[config.mk]
export PLATFORM = sky130hd
export DESIGN_NAME = adc_conversion_host
export DESIGN_NICKNAME = d
export VERILOG_FILES = /design/src/core/adc_word_buffer.v /design/src/core/adc_conversion_host.v
export VERILOG_INCLUDE_DIRS = /design/src /design/src/core
export SDC_FILE = /design/constraint.sdc
export NUM_CORES = 1
export LEC_CHECK = 0
export BUFFER_PORTS_ARGS = -buffer_cell sky130_fd_sc_hd__buf_4
export CAP_MARGIN = 20
export CORE_MARGIN = 8
export CORE_UTILIZATION = 50
export DETAILED_ROUTE_END_ITERATION = 6
export PLACE_DENSITY = 0.72
export SYNTH_ARGS = -nofsm -noshare
export SYNTH_HDL_FRONTEND = slang
export SYNTH_SLANG_ARGS = --single-unit
[constraint.sdc]
create_clock -name REF_CLK_I -period 8.9 [get_ports REF_CLK_I]
set_input_delay 1.78 -clock REF_CLK_I [delete_from_list [all_inputs] [get_ports REF_CLK_I]]
set_output_delay 1.78 -clock REF_CLK_I [all_outputs]
set_load 0.01 [all_outputs]
[src/core/adc_host_defines.vh]
// Timing and layout constants for the converter host controller
`ifndef ADC_HOST_DEFINES_VH
`define ADC_HOST_DEFINES_VH
`define CLK_PERIOD_NS 25
`define READ_WAIT_NS 6500
`define READ_WAIT_CYC ((`READ_WAIT_NS + `CLK_PERIOD_NS - 1) / `CLK_PERIOD_NS)
`define CONV_PERIOD_NS 6000
`define CONV_PERIOD_CYC ((`CONV_PERIOD_NS + `CLK_PERIOD_NS - 1) / `CLK_PERIOD_NS)
`define TRIG_LOW_CYC 2
`define STROBE_CYC 4
`define BYTE_ADDR_LO 1'b0
`define BYTE_ADDR_HI 1'b1
`define AVG_SHIFT 1
`endif

[src/core/adc_word_buffer.v]
// Two-entry skid buffer for conversion results
`default_nettype none
module adc_word_buffer #(
    parameter WIDTH = 16
) (
    input wire clk_i,
    input wire reset_i,
    input wire in_valid_i,
    output wire in_ready_o,
    input wire [WIDTH-1:0] in_data_i,
    output wire out_valid_o,
    input wire out_ready_i,
    output reg [WIDTH-1:0] out_data_o
);
    reg [WIDTH-1:0] spare;
    reg [1:0] count;
    wire push = in_valid_i && in_ready_o;
    wire pop = out_valid_o && out_ready_i;
    assign in_ready_o = (count != 2'h2);
    assign out_valid_o = (count != 2'h0);
    always @(posedge clk_i or posedge reset_i) begin
        if (reset_i) begin
            count <= 2'h0;
            spare <= {WIDTH{1'b0}};
            out_data_o <= {WIDTH{1'b0}};
        end else begin
            case ({push, pop})
                2'b10: begin
                    if (count == 2'h0) out_data_o <= in_data_i;
                    else spare <= in_data_i;
                    count <= count + 2'h1;
                end
                2'b01: begin
                    out_data_o <= spare;
                    count <= count - 2'h1;
                end
                2'b11: begin
                    if (count == 2'h1) out_data_o <= in_data_i;
                    else begin
                        out_data_o <= spare;
                        spare <= in_data_i;
                    end
                end
                default: begin
                    count <= count;
                end
            endcase
        end
    end
endmodule
`default_nettype wire

[src/core/adc_conversion_host.v]
// Host-side controller that triggers conversions and reads results
// What this block does
// - Start each conversion with trigger low
// - Read only after completion or 6.5us
// - Standalone: timer triggers, latch on busy
// - Keep data bus quiet during conversion
// - Optional averaging of two samples
`default_nettype none
`include "adc_host_defines.vh"
module adc_conversion_host #(
    parameter BYTE_MODE = 0,
    parameter AVERAGE = 0,
    parameter WAIT_FOR_BUSY = 1,
    parameter PERIOD_CYC = `CONV_PERIOD_CYC
) (
    input wire REF_CLK_I,
    input wire RESET_I,
    input wire ENABLE_I,
    input wire START_I,
    output reg SAMPLE_TRIGGER_N_O,
    input wire BUSY_N_I,
    output reg HOST_DECODE_SELECT_N_O,
    output reg READ_N_O,
    output reg BYTE_ADDR_O,
    input wire [15:0] DATA_I,
    output wire RESULT_VALID_O,
    input wire RESULT_READY_I,
    output wire [15:0] RESULT_O,
    output reg OVERRUN_O
);
    // ----------------------------------------------------------------
    // States and helpers
    // ----------------------------------------------------------------
    localparam S_IDLE = 3'h0;
    localparam S_TRIG = 3'h1;
    localparam S_CONV = 3'h2;
    localparam S_RD_LO = 3'h3;
    localparam S_RD_HI = 3'h4;
    localparam S_PUSH = 3'h5;
    localparam S_GAP = 3'h6;
    localparam S_RD_SEP = 3'h7;

    // Counts held at the counter's width so every compare is 16 bits on both sides
    localparam integer TRIG_LAST_I = `TRIG_LOW_CYC - 1;
    localparam integer STROBE_LAST_I = `STROBE_CYC;
    localparam integer READ_WAIT_I = `READ_WAIT_CYC;
    localparam [15:0] TRIG_LAST = TRIG_LAST_I[15:0];
    localparam [15:0] STROBE_LAST = STROBE_LAST_I[15:0];
    localparam [15:0] READ_WAIT = READ_WAIT_I[15:0];

    function [15:0] avg2;
        input [15:0] a;
        input [15:0] b;
        reg [16:0] s;
        begin
            s = {a[15], a} + {b[15], b};
            avg2 = s[16:`AVG_SHIFT];
        end
    endfunction

    reg [2:0] state;
    reg [15:0] cnt;
    reg [15:0] period;
    reg [15:0] word;
    reg [15:0] prev;
    reg have_prev;
    reg busy_s1;
    reg busy_s2;
    reg busy_d;
    reg [15:0] data_s1;
    reg [15:0] data_s2;
    reg run;
    wire buf_ready;
    wire busy_rise = busy_s2 && !busy_d;
    wire strobe_done = (cnt == STROBE_LAST);
    wire period_done = (period >= PERIOD_CYC[15:0]);
    wire [15:0] push_word = (AVERAGE != 0) ? avg2(prev, word) : word;
    wire push = (state == S_PUSH) && ((AVERAGE == 0) || have_prev);

    // ----------------------------------------------------------------
    // Pin synchronisers
    // ----------------------------------------------------------------
    always @(posedge REF_CLK_I or posedge RESET_I) begin
        if (RESET_I) begin
            busy_s1 <= 1'b1;
            busy_s2 <= 1'b1;
            busy_d <= 1'b1;
            data_s1 <= 16'h0000;
            data_s2 <= 16'h0000;
        end else begin
            busy_s1 <= BUSY_N_I;
            busy_s2 <= busy_s1;
            busy_d <= busy_s2;
            data_s1 <= DATA_I;
            data_s2 <= data_s1;
        end
    end

    // ----------------------------------------------------------------
    // Conversion sequencer
    // ----------------------------------------------------------------
    always @(posedge REF_CLK_I or posedge RESET_I) begin
        if (RESET_I) begin
            state <= S_IDLE;
            cnt <= 16'h0000;
            period <= 16'h0000;
            word <= 16'h0000;
            prev <= 16'h0000;
            have_prev <= 1'b0;
            run <= 1'b0;
            SAMPLE_TRIGGER_N_O <= 1'b1;
            HOST_DECODE_SELECT_N_O <= 1'b1;
            READ_N_O <= 1'b1;
            BYTE_ADDR_O <= `BYTE_ADDR_LO;
            OVERRUN_O <= 1'b0;
        end else begin
            OVERRUN_O <= 1'b0;
            if (period != 16'hffff) period <= period + 16'h0001;
            case (state)
                S_IDLE: begin
                    // Free run paced by the period counter; single shot by START_I
                    if ((ENABLE_I && period_done) || START_I) begin
                        state <= S_TRIG;
                        SAMPLE_TRIGGER_N_O <= 1'b0;
                        cnt <= 16'h0000;
                        period <= 16'h0000;
                    end
                end
                S_TRIG: begin
                    cnt <= cnt + 16'h0001;
                    if (cnt == TRIG_LAST) begin
                        SAMPLE_TRIGGER_N_O <= 1'b1;
                        cnt <= 16'h0000;
                        run <= 1'b0;
                        state <= S_CONV;
                    end
                end
                S_CONV: begin
                    // Bus stays released until busy returns high, or until READ_WAIT cycles pass when WAIT_FOR_BUSY is 0
                    cnt <= cnt + 16'h0001;
                    if (!busy_s2) run <= 1'b1;
                    if ((WAIT_FOR_BUSY != 0) ? (run && busy_rise)
                        : (cnt >= READ_WAIT)) begin
                        cnt <= 16'h0000;
                        HOST_DECODE_SELECT_N_O <= 1'b0;
                        READ_N_O <= 1'b0;
                        BYTE_ADDR_O <= (BYTE_MODE != 0) ? `BYTE_ADDR_HI : `BYTE_ADDR_LO;
                        state <= S_RD_HI;
                    end
                end
                S_RD_HI: begin
                    cnt <= cnt + 16'h0001;
                    if (strobe_done) begin
                        cnt <= 16'h0000;
                        if (BYTE_MODE != 0) begin
                            // Two separate accesses; the address only moves on an edge where the select also changes
                            word[15:8] <= data_s2[7:0];
                            HOST_DECODE_SELECT_N_O <= 1'b1;
                            READ_N_O <= 1'b1;
                            BYTE_ADDR_O <= `BYTE_ADDR_LO;
                            state <= S_RD_SEP;
                        end else begin
                            word <= data_s2;
                            HOST_DECODE_SELECT_N_O <= 1'b1;
                            READ_N_O <= 1'b1;
                            state <= S_PUSH;
                        end
                    end
                end
                S_RD_SEP: begin
                    HOST_DECODE_SELECT_N_O <= 1'b0;
                    READ_N_O <= 1'b0;
                    state <= S_RD_LO;
                end
                S_RD_LO: begin
                    cnt <= cnt + 16'h0001;
                    if (strobe_done) begin
                        word[7:0] <= data_s2[7:0];
                        HOST_DECODE_SELECT_N_O <= 1'b1;
                        READ_N_O <= 1'b1;
                        state <= S_PUSH;
                    end
                end
                S_PUSH: begin
                    // Sign-extended sum keeps two's complement averaging exact
                    if (AVERAGE != 0) begin
                        prev <= word;
                        have_prev <= !have_prev;
                    end
                    if (push && !buf_ready) OVERRUN_O <= 1'b1;
                    state <= S_GAP;
                end
                S_GAP: begin
                    state <= S_IDLE;
                end
                default: begin
                    state <= S_IDLE;
                end
            endcase
        end
    end

    // ----------------------------------------------------------------
    // Result buffer
    // ----------------------------------------------------------------
    adc_word_buffer #(
        .WIDTH(16)
    ) u_buf (
        .clk_i(REF_CLK_I),
        .reset_i(RESET_I),
        .in_valid_i(push),
        .in_ready_o(buf_ready),
        .in_data_i(push_word),
        .out_valid_o(RESULT_VALID_O),
        .out_ready_i(RESULT_READY_I),
        .out_data_o(RESULT_O)
    );
endmodule
`default_nettype wire

==> results of run 1 <==
stage by stage:
step	power [mW]	utilization	hold slack, ns	area (um^2)	setup slack [ns]
after floorplan	1.12	-	0.331	5250	3.83
after global placement	1.24	0.552	0.333	5670	5.33
after detailed placement	1.26	0.552	0.335	5670	5.18
after CTS	1.91	0.606	0.348	6230	5.64
after global routing	2.01	0.608	0.350	6250	5.58
final	1.90	0.608	0.346	6250	5.68
metal layers:
metal	GRT usage	routed length (um)	part of all wire	up-vias
li1	-	-	-	1725
met1	0.189	4520	0.45	1808
met2	0.248	5080	0.50	90
met3	0.0495	487	0.048	4
met4	0.0419	51	0.0050	0
met5	0	0	0	-
worst max path at each step:
stage                        start  slack [ns]  depth (start not counted)                   to
floorplan                  RESET_I        3.83                          1            OVERRUN_O
global placement    RESULT_READY_I        5.33                          8  u_buf.out_data_o[6]
detailed placement  RESULT_READY_I        5.18                          8  u_buf.out_data_o[5]
CTS                 u_buf.count[0]        5.64                          4       RESULT_VALID_O
global route        u_buf.count[0]        5.58                          4       RESULT_VALID_O
finish              u_buf.count[0]        5.68                          4       RESULT_VALID_O
area by class of cell:
cell class	instances	share of cell area
flip-flops and latches	124	0.497
multi-input cells	294	0.317
clock buffers	18	0.0668
repair buffers	46	0.0570
well taps	136	0.0272
clock inverters	14	0.0218
inverters	21	0.0130
cell usage in the layout, fill, tap and decap left out, types with 3 or more instances in the layout:
| cell | netlist | layout |
|---|---|---|
| o21ai_0 | 43 | 43 |
| clkbuf_16 | 0 | 16 |
| nand2_1 | 37 | 37 |
| inv_6 | 0 | 5 |
| nand4_1 | 7 | 7 |
| o2bb2ai_1 | 3 | 3 |
| xor2_1 | 9 | 9 |
| nor2_1 | 34 | 34 |
| mux2_2 | 32 | 32 |
| a22oi_1 | 17 | 17 |
| o2111ai_1 | 4 | 4 |
| clkinv_4 | 0 | 3 |
| nor3_1 | 11 | 11 |
| xnor2_1 | 7 | 7 |
| ha_1 | 11 | 11 |
| dfrtp_1 | 119 | 119 |
| dfstp_2 | 5 | 5 |
| o211ai_1 | 4 | 4 |
| buf_4 | 2 | 44 |
| o22ai_1 | 5 | 5 |
| nand3_1 | 11 | 11 |
| nor4_1 | 4 | 4 |
| and3_1 | 7 | 7 |
| a21oi_1 | 9 | 8 |
| o31ai_1 | 3 | 3 |
| inv_1 | 21 | 20 |
logic make-up after synthesis:
| logic type | after synthesis |
|---|---|
| flops | 124 |
| xor+xnor | 16 |
| mux | 32 |
| buf+inv | 39 |
| other cells | 1 |
| simple gates | 128 |
| fa+ha+maj | 11 |
| compound gates | 106 |
where the power goes:
part           leakage (nW)  total, mW  switching [mW]  internal, mW
combinational         0.993      0.480           0.272         0.208
sequential             1.59      0.781           0.104         0.677
clock                 0.269      0.635           0.259         0.376
sequential cells by signal, indices dropped and copies added, names as in the netlist:
| signal | count |
|---|---|
| period | 16 |
| data_s2 | 16 |
| u_buf.out_data_o | 16 |
| OVERRUN_O | 1 |
| run | 1 |
| cnt | 16 |
| u_buf.count | 2 |
| busy_s1 | 1 |
| READ_N_O | 1 |
| push_word | 16 |
| busy_d | 1 |
| state | 3 |
| data_s1 | 16 |
| SAMPLE_TRIGGER_N_O | 1 |
| u_buf.spare | 16 |
| busy_s2 | 1 |
==> impl_metrics.yaml, run 1 <==
critical_path:
  timing.rr.start: "state[0]"
  slowest_delay_ns: 0.40
  timing.rr.end: "u_buf.out_data_o[5]"
  slowest_stage: "dfrtp_1"
  cp-end-kind: "output pin"
  crit_arrival_ns: 1.44
  cp_data_required_time_ns: 7.12
  r2r_cells: 7
  critPathLaunchType: "register"
  path_common_cell: "inv_1"
  path_buf_inv: 3
  worst-setup-path-type: "register to output pin"
  crit_family: "flip-flops"
  regToRegSetupSlack_ns: 6.39
  crit_chain: "inv_1, ha_1, inv_1, buf_4"
  crit_fanout: 3
yosys:
  ys_top_cells_by_area: "dfrtp_1 57%, mux2_2 6.9%, o21ai_0 4.1%, nand2_1 2.6%, ha_1 2.6%"
  async_flop_share: 1.00
  synth_compound_area_frac: 0.129
  synth_adder_area_share: 0.0262
  yosysMostFrequentCell: "dfrtp_1"
  synth_cell_type_count: 56
  syn_area_per_cell_um2: 11.5
  yosys-top-cells-count: "119 x dfrtp_1, 43 x o21ai_0, 37 x nand2_1"
  synth-edff-count: 0
  synth_area_mm2: 0.00525
  ys_seq_area_frac: 0.592
  syn_nets: 490
  synth_warnings: 0
  synthCells: 457
  synth_top_area_frac: 0.567
  yosysTopAreaCell: "dfrtp_1"
  synthMuxAreaShare: 0.0686
  synth-simple-area-share: 0.125
  synth_top_family_by_area: "compound AO/OA/AOI/OAI gates"
  synth-xor-area-share: 0.0267
  synth_ff_type: "dfrtp_1"
  synth_seq_cells: 124
floorplan:
  die-width_um: 119
  core_mm2: 0.0103
  die_h_um: 119
  die_area_mm2: 0.0140
  pin_count: 44
  rows: 37
  start_util: 0.511
drt:
  avgViaCountPerCell: 5.55
  drt_pre_antenna_iters: 4
  vias: 3627
  wire_per_inst_um: 15.5
  remaining_drc_errors: 0
  drt_iter0_markers: 393
  antenna_left: 0
  routed_wl_mm: 10.1
place:
  dp_cells: 619
  io_buffers: 42
  gp_congestion: 0.797
  hpwl_mm: 6.53
clock_tree:
  clk_latency_ns: 0.50
  post_cts_resize_count: 0
  clock_sinks: 124
  clock_path_buffers: 2
  clk_pin_slew_ns: 0.06
  cts_root_buf: "clkbuf_8"
  htreeDepth: 4
  cts_hold_buf: 0
  cts_inserted_buffers: 17
  cts_tree: "built"
  postCtsSetupBuffers: 0
hold_path:
  worstHoldStart: "data_s1[7]"
  holdPathEnd: "data_s2[7]"
  holdPathStages: 0
  hp-class: "register to register"
sta:
  skew_ns: 0.00947
  rsz0062_at_grt: "false"
  worst_pin_slew_ns: 0.796
  hold_violations: 0
  finalCritPeriodShare: 0.362
  finalSetupViolCount: 0
  timing.setup.tns_ns: 0
  fmax_ghz: 0.310
  slew_violations: 0
  slew_headroom: 0.469
  period_needed_ns: 3.22
cells_and_area:
  seq_area_mm2: 0.00311
  num_antenna_cells: 0
  drive_gt1_frac: 0.246
  final_nets: 537
  area_growth_pct: 19.0
  fillers: 842
  multiInputGateArea_mm2: 0.00198
  stdcell_count: 653
grt:
  grt_max_degree: 68
  antenna_found_initial: 0
  grt_use_total: 0.151
  grt-ovfl-total: 0
  grt_pass1_wl_mm: 17.5
  grt_pass1_vias: 3631
status:
  outcome: "finished clean"
power:
  p_leak_nw: 2.85
  powerDensity_mw_per_mm2: 303
  irDropWorstVdd_uv: 180
flow_run:
  max_cap_viol_count: 0
Power figures use the tool's default switching activity.
==> inputs of run 2 (changes only) <==
--- a/config.mk
+++ b/config.mk
@@ -6,12 +6,13 @@
 export SDC_FILE = /design/constraint.sdc
 export NUM_CORES = 1
 export LEC_CHECK = 0
+export ABC_AREA = 1
 export BUFFER_PORTS_ARGS = -buffer_cell sky130_fd_sc_hd__buf_4
 export CAP_MARGIN = 20
 export CORE_MARGIN = 8
 export CORE_UTILIZATION = 50
 export DETAILED_ROUTE_END_ITERATION = 6
-export PLACE_DENSITY = 0.72
+export PLACE_DENSITY = 0.74
 export SYNTH_ARGS = -nofsm -noshare
 export SYNTH_HDL_FRONTEND = slang
 export SYNTH_SLANG_ARGS = --single-unit
==> constraint.sdc (replaced) <==
create_clock -name REF_CLK_I -period 2.9 [get_ports REF_CLK_I]
set_input_delay 0.58 -clock REF_CLK_I [delete_from_list [all_inputs] [get_ports REF_CLK_I]]
set_output_delay 0.58 -clock REF_CLK_I [all_outputs]
set_load 0.01 [all_outputs]
==> impl_metrics.yaml, run 2 <==
status:
  outcome: "finished clean"
critical_path:
  critPathLaunchType: "register"
  cp-end-kind: "register"
  slowest_delay_ns: 0.57
  cp_data_required_time_ns: 3.14
  crit_fanout: 16
  regToRegSetupSlack_ns: 0.53
  crit_arrival_ns: 2.61
  crit_family: "compound AO/OA/AOI/OAI gates"
  slowest_stage: "a21oi_2"
  path_buf_inv: 3
  worst-setup-path-type: "register to register"
  crit_chain: "inv_1, ha_1, inv_2, nand2_1, inv_1, ha_1, a21oi_2, o22ai_1, nand2_1, o21ai_0"
sta:
  worst_pin_slew_ns: 0.995
  rsz0062_at_grt: "false"
  hold_violations: 0
  finalSetupViolCount: 0
  timing.setup.tns_ns: 0
  skew_ns: 0.00839
  slew_violations: 0
  finalCritPeriodShare: 0.817
  slew_headroom: 0.337
  fin_ws_ns: 0.530
  period_needed_ns: 2.37
  fmax_ghz: 0.422
power:
  p_leak_nw: 3.47
  power_frac_comb: 0.304
  irDropWorstVdd_uv: 615
  clkPwrFrac: 0.317
  powerDensity_mw_per_mm2: 929
  p_sw_frac: 0.349
  p_total_mw: 6.43
  seqPwrFrac: 0.378
  intPower_mw: 4.18
  power.net_switching_mw: 2.25
drt:
  avgViaCountPerCell: 5.20
  drt_pre_antenna_iters: 7
  drt_iter0_markers: 401
  vias: 4765
  routed_wl_mm: 12.7
  remaining_drc_errors: 0
  wire_per_inst_um: 13.9
  antenna_left: 0
grt:
  grt_pass1_wl_mm: 22.3
  grt_pass1_vias: 4794
  antenna_found_initial: 0
  grt_use_total: 0.172
  met3_usage: 0.0494
  grt-ovfl-total: 0
  grt_max_degree: 66
  use_met1: 0.206
  busiest_layer: "met2"
  grtUsageMet2: 0.284
cells_and_area:
  final_common_cell: "nand2_1"
  seq_area_mm2: 0.00311
  drive_gt1_frac: 0.128
  area_growth_pct: 18.1
  fillers: 981
  multiInputGateArea_mm2: 0.00218
  final_cell_mix: "143 x nand2_1, 121 x inv_1, 119 x dfrtp_1"
  num_antenna_cells: 0
  fin_util: 0.606
  final_nets: 793
clock_tree:
  clock_path_buffers: 2
  clock_sinks: 124
  htreeDepth: 4
  cts_tree: "built"
  cts_hold_buf: 0
  clk_latency_ns: 0.41
  cts_root_buf: "clkbuf_16"
  postCtsSetupBuffers: 0
  cts_inserted_buffers: 17
  clk_pin_slew_ns: 0.05
  post_cts_resize_count: 0
yosys:
  synth_cell_type_count: 31
  synth-edff-count: 0
  syn_nets: 744
  syn_area_per_cell_um2: 8.24
  async_flop_share: 1.00
  synth_area_mm2: 0.00586
  synth_warnings: 0
  synth_seq_cells: 124
  synth_ff_type: "dfrtp_1"
  ys_seq_area_frac: 0.531
  synthCells: 711
  ys_top_cells_by_area: "dfrtp_1 51%, nand2_1 9.2%, inv_1 7.8%, o21ai_0 5.0%, nor2_1 4.6%"
  synth_top_area_frac: 0.508
  yosys-top-cells-count: "143 x nand2_1, 122 x inv_1, 119 x dfrtp_1"
  yosysMostFrequentCell: "nand2_1"
  yosysTopAreaCell: "dfrtp_1"
place:
  hpwl_mm: 8.96
  io_buffers: 42
  gp_congestion: 0.912
  pre_cts_slack_ns: 0.406
floorplan:
  die-width_um: 124
  rows: 39
  die_area_mm2: 0.0154
  die_h_um: 124
  pin_count: 44
  core_mm2: 0.0114
  start_util: 0.513
hold_path:
  hp-class: "input port to async pin"
flow_run:
  max_cap_viol_count: 0
## run 2: power groups by stage
stage	combinational (mW)	clock, mW	sequential [mW]
floorplan	1.32	0	2.45
global placement	1.85	0	2.43
detailed placement	1.94	0	2.46
CTS	1.96	2.07	2.43
global route	2.24	2.15	2.48
finish	1.96	2.04	2.43
## run 2: per-layer routing
| layer | up-vias | part of all wire |
|---|---|---|
| met5 | - | 0 |
| met4 | 0 | 0.015 |
| met3 | 19 | 0.052 |
| met2 | 123 | 0.48 |
| met1 | 2249 | 0.45 |
| li1 | 2374 | - |
## run 2: cell type report
class,instances,area share
sequential,124,0.450
multi-input combinational,442,0.315
clock buffer,24,0.0725
inverter,126,0.0689
timing repair buffer,49,0.0561
tap,143,0.0259
clock inverter,8,0.0119
## run 2: cells by family after synthesis
family          share of synthesized area
flops                               0.531
other cells                      0.000640
xor+xnor                           0.0120
simple gates                        0.219
buf+inv                            0.0982
fa+ha+maj                          0.0235
compound gates                      0.116
## run 2: worst register-to-register path, delay by kind of cell, from the launching register on
family	cells	cell delay, ns
AO/OA/AOI/OAI	3	0.87
flip-flops	1	0.41
adder cells (fa/ha/maj)	2	0.40
buffers and inverters	3	0.26
AND/OR/NAND/NOR	2	0.26
## run 2: stage by stage
stage	instances	hold WS (ns)	cell area [um^2]
after floorplan	711	0.331	5860
after global placement	883	0.334	6320
after detailed placement	883	0.336	6320
after CTS	915	0.244	6900
after global routing	916	0.253	6920
final	916	0.239	6920
## run 2: final timing paths
kind                                start                    to  cells past startpoint
max                        u_buf.count[0]  u_buf.out_data_o[13]                     10
min                               RESET_I             period[9]                      2
max reg2reg                u_buf.count[0]  u_buf.out_data_o[13]                     10
min reg2reg                    data_s1[6]            data_s2[6]                      0
max in group asynchronous         RESET_I            data_s1[7]                      3
min in group REF_CLK_I          DATA_I[9]            data_s1[9]                      1
==> inputs of run 3 (changes only) <==
==> constraint.sdc (replaced) <==
create_clock -name REF_CLK_I -period 1.9 [get_ports REF_CLK_I]
set_input_delay 0.38 -clock REF_CLK_I [delete_from_list [all_inputs] [get_ports REF_CLK_I]]
set_output_delay 0.38 -clock REF_CLK_I [all_outputs]
set_load 0.01 [all_outputs]
==> impl_metrics.yaml, run 3 (synthesis gave the netlist of run 2 again) <==
place:
  gp_congestion: 0.904
  dp_cells: 906
  hpwl_mm: 9.24
  io_buffers: 42
cells_and_area:
  multiInputGateArea_mm2: 0.00225
  seq_area_mm2: 0.00311
  num_antenna_cells: 0
  final_nets: 819
  drive_gt1_frac: 0.175
  final_common_cell: "nand2_1"
  fin_util: 0.633
  final_cell_mix: "142 x nand2_1, 119 x dfrtp_1, 116 x inv_1"
  area_growth_pct: 23.4
  fillers: 933
  stdcell_count: 942
flow_run:
  max_cap_viol_count: 0
clock_tree:
  clock_path_buffers: 2
  clk_pin_slew_ns: 0.06
  cts_inserted_buffers: 17
  clock_sinks: 124
  clk_latency_ns: 0.41
  htreeDepth: 4
  cts_tree: "built"
  cts_root_buf: "clkbuf_16"
sta:
  worst_pin_slew_ns: 0.550
  slew_headroom: 0.634
  timing.setup.tns_ns: -0.00342
  period_needed_ns: 1.90
  fin_ws_ns: -0.00342
  skew_ns: 0.00759
  finalSetupViolCount: 1
  fmax_ghz: 0.525
  rsz0062_at_grt: "true"
  hold_violations: 0
  slew_violations: 0
  finalCritPeriodShare: 1.00
floorplan:
  start_util: 0.513
  pin_count: 44
  core_mm2: 0.0114
  die-width_um: 124
  die_h_um: 124
  die_area_mm2: 0.0154
  rows: 39
grt:
  antenna_found_initial: 0
  grt_pass1_vias: 4728
  grt_pass1_wl_mm: 22.3
  grt_max_degree: 83
  grt_use_total: 0.172
  grt-ovfl-total: 0
drt:
  avgViaCountPerCell: 5.30
  drt_pre_antenna_iters: 5
  vias: 4989
  drt_iter0_markers: 475
  routed_wl_mm: 13.6
  remaining_drc_errors: 0
  antenna_left: 0
  wire_per_inst_um: 14.4
status:
  outcome: "finished, violations left"
  failed_checks: "setup timing"
critical_path:
  critPathLaunchType: "register"
  cp_data_required_time_ns: 2.18
  timing.rr.start: "u_buf.count[1]"
  cp-end-kind: "register"
  critPathCapture: "u_buf.out_data_o[12]"
  worst-setup-path-type: "register to register"
  crit_arrival_ns: 2.18
  critPathLaunch: "u_buf.count[1]"
  crit_fanout: 8
  regToRegSetupSlack_ns: -0.003
  timing.rr.end: "u_buf.out_data_o[12]"
  r2r_cells: 12
power:
  irDropWorstVdd_uv: 951
  p_leak_nw: 3.61
  powerDensity_mw_per_mm2: 1430
hold_path:
  hp-class: "input port to register"
## run 3: timing repair
action / 4_1_cts / 5_1_grt
buffers inserted: 1 / 1
gates resized for setup: 10 / 20
endpoints found under the hold margin: 0 / 0
gates cloned: 1 / 1
pin swaps: 2 / 2
setup endpoints to repair: 20 / 35
hold buffers: 0 / 0
## run 3: power breakdown
group	internal [mW]	switching [mW]	leakage (nW)
clock	1.88	1.18	0.269
combinational	1.41	2.16	1.80
sequential	3.34	0.347	1.54
total	6.62	3.68	3.61
## run 3: final cells by class
class / instances / area share
flip-flops and latches: 124 / 0.430
repair buffers: 75 / 0.0883
clock inverters: 12 / 0.0158
inverters: 126 / 0.0660
multi-input cells: 442 / 0.312
well taps: 143 / 0.0248
clock buffers: 20 / 0.0632
## run 3: worst min path at each step
stage	startpoint	cells past startpoint	slack [ns]	endpoint
4_1_cts	DATA_I[4]	1	0.06	data_s1[4]
5_1_grt	DATA_I[5]	1	0.06	data_s1[5]
2_1_floorplan	data_s1[0]	0	0.33	data_s2[0]
3_3_place_gp	data_s1[4]	0	0.33	data_s2[4]
6_report	DATA_I[5]	1	0.08	data_s1[5]
3_5_place_dp	data_s1[6]	0	0.33	data_s2[6]
## run 3: metal layers
metal / share of wire / wire length (um) / global-route usage
met1: 0.43 / 5890 / 0.214
met4: 0.019 / 263 / 0.0695
met5: 0 / 0 / 0
met3: 0.061 / 833 / 0.0489
met2: 0.48 / 6580 / 0.276
## run 3: stage by stage
step           cell area, um^2  power (mW)  worst slack [ns]  hold slack (ns)
2_1_floorplan             5880        5.78          -0.00122            0.331
6_report                  7230        10.3          -0.00342           0.0759
3_5_place_dp              6520        6.97            -0.229            0.335
4_1_cts                   7160        10.2            0.0201           0.0602
5_1_grt                   7230        11.0            -0.112           0.0563
3_3_place_gp              6520        6.80           -0.0544            0.334
## run 3: critical path: stages (launching register included)
cell and delay [ns]:
dfrtp_1 0.41, inv_2 0.10, ha_4 0.14, inv_2 0.04, nand2_2 0.07, inv_2 0.06, ha_2 0.18, buf_4 0.15
a21oi_4 0.19, buf_6 0.16, o22ai_1 0.09, nand2_1 0.07, o21ai_0 0.09
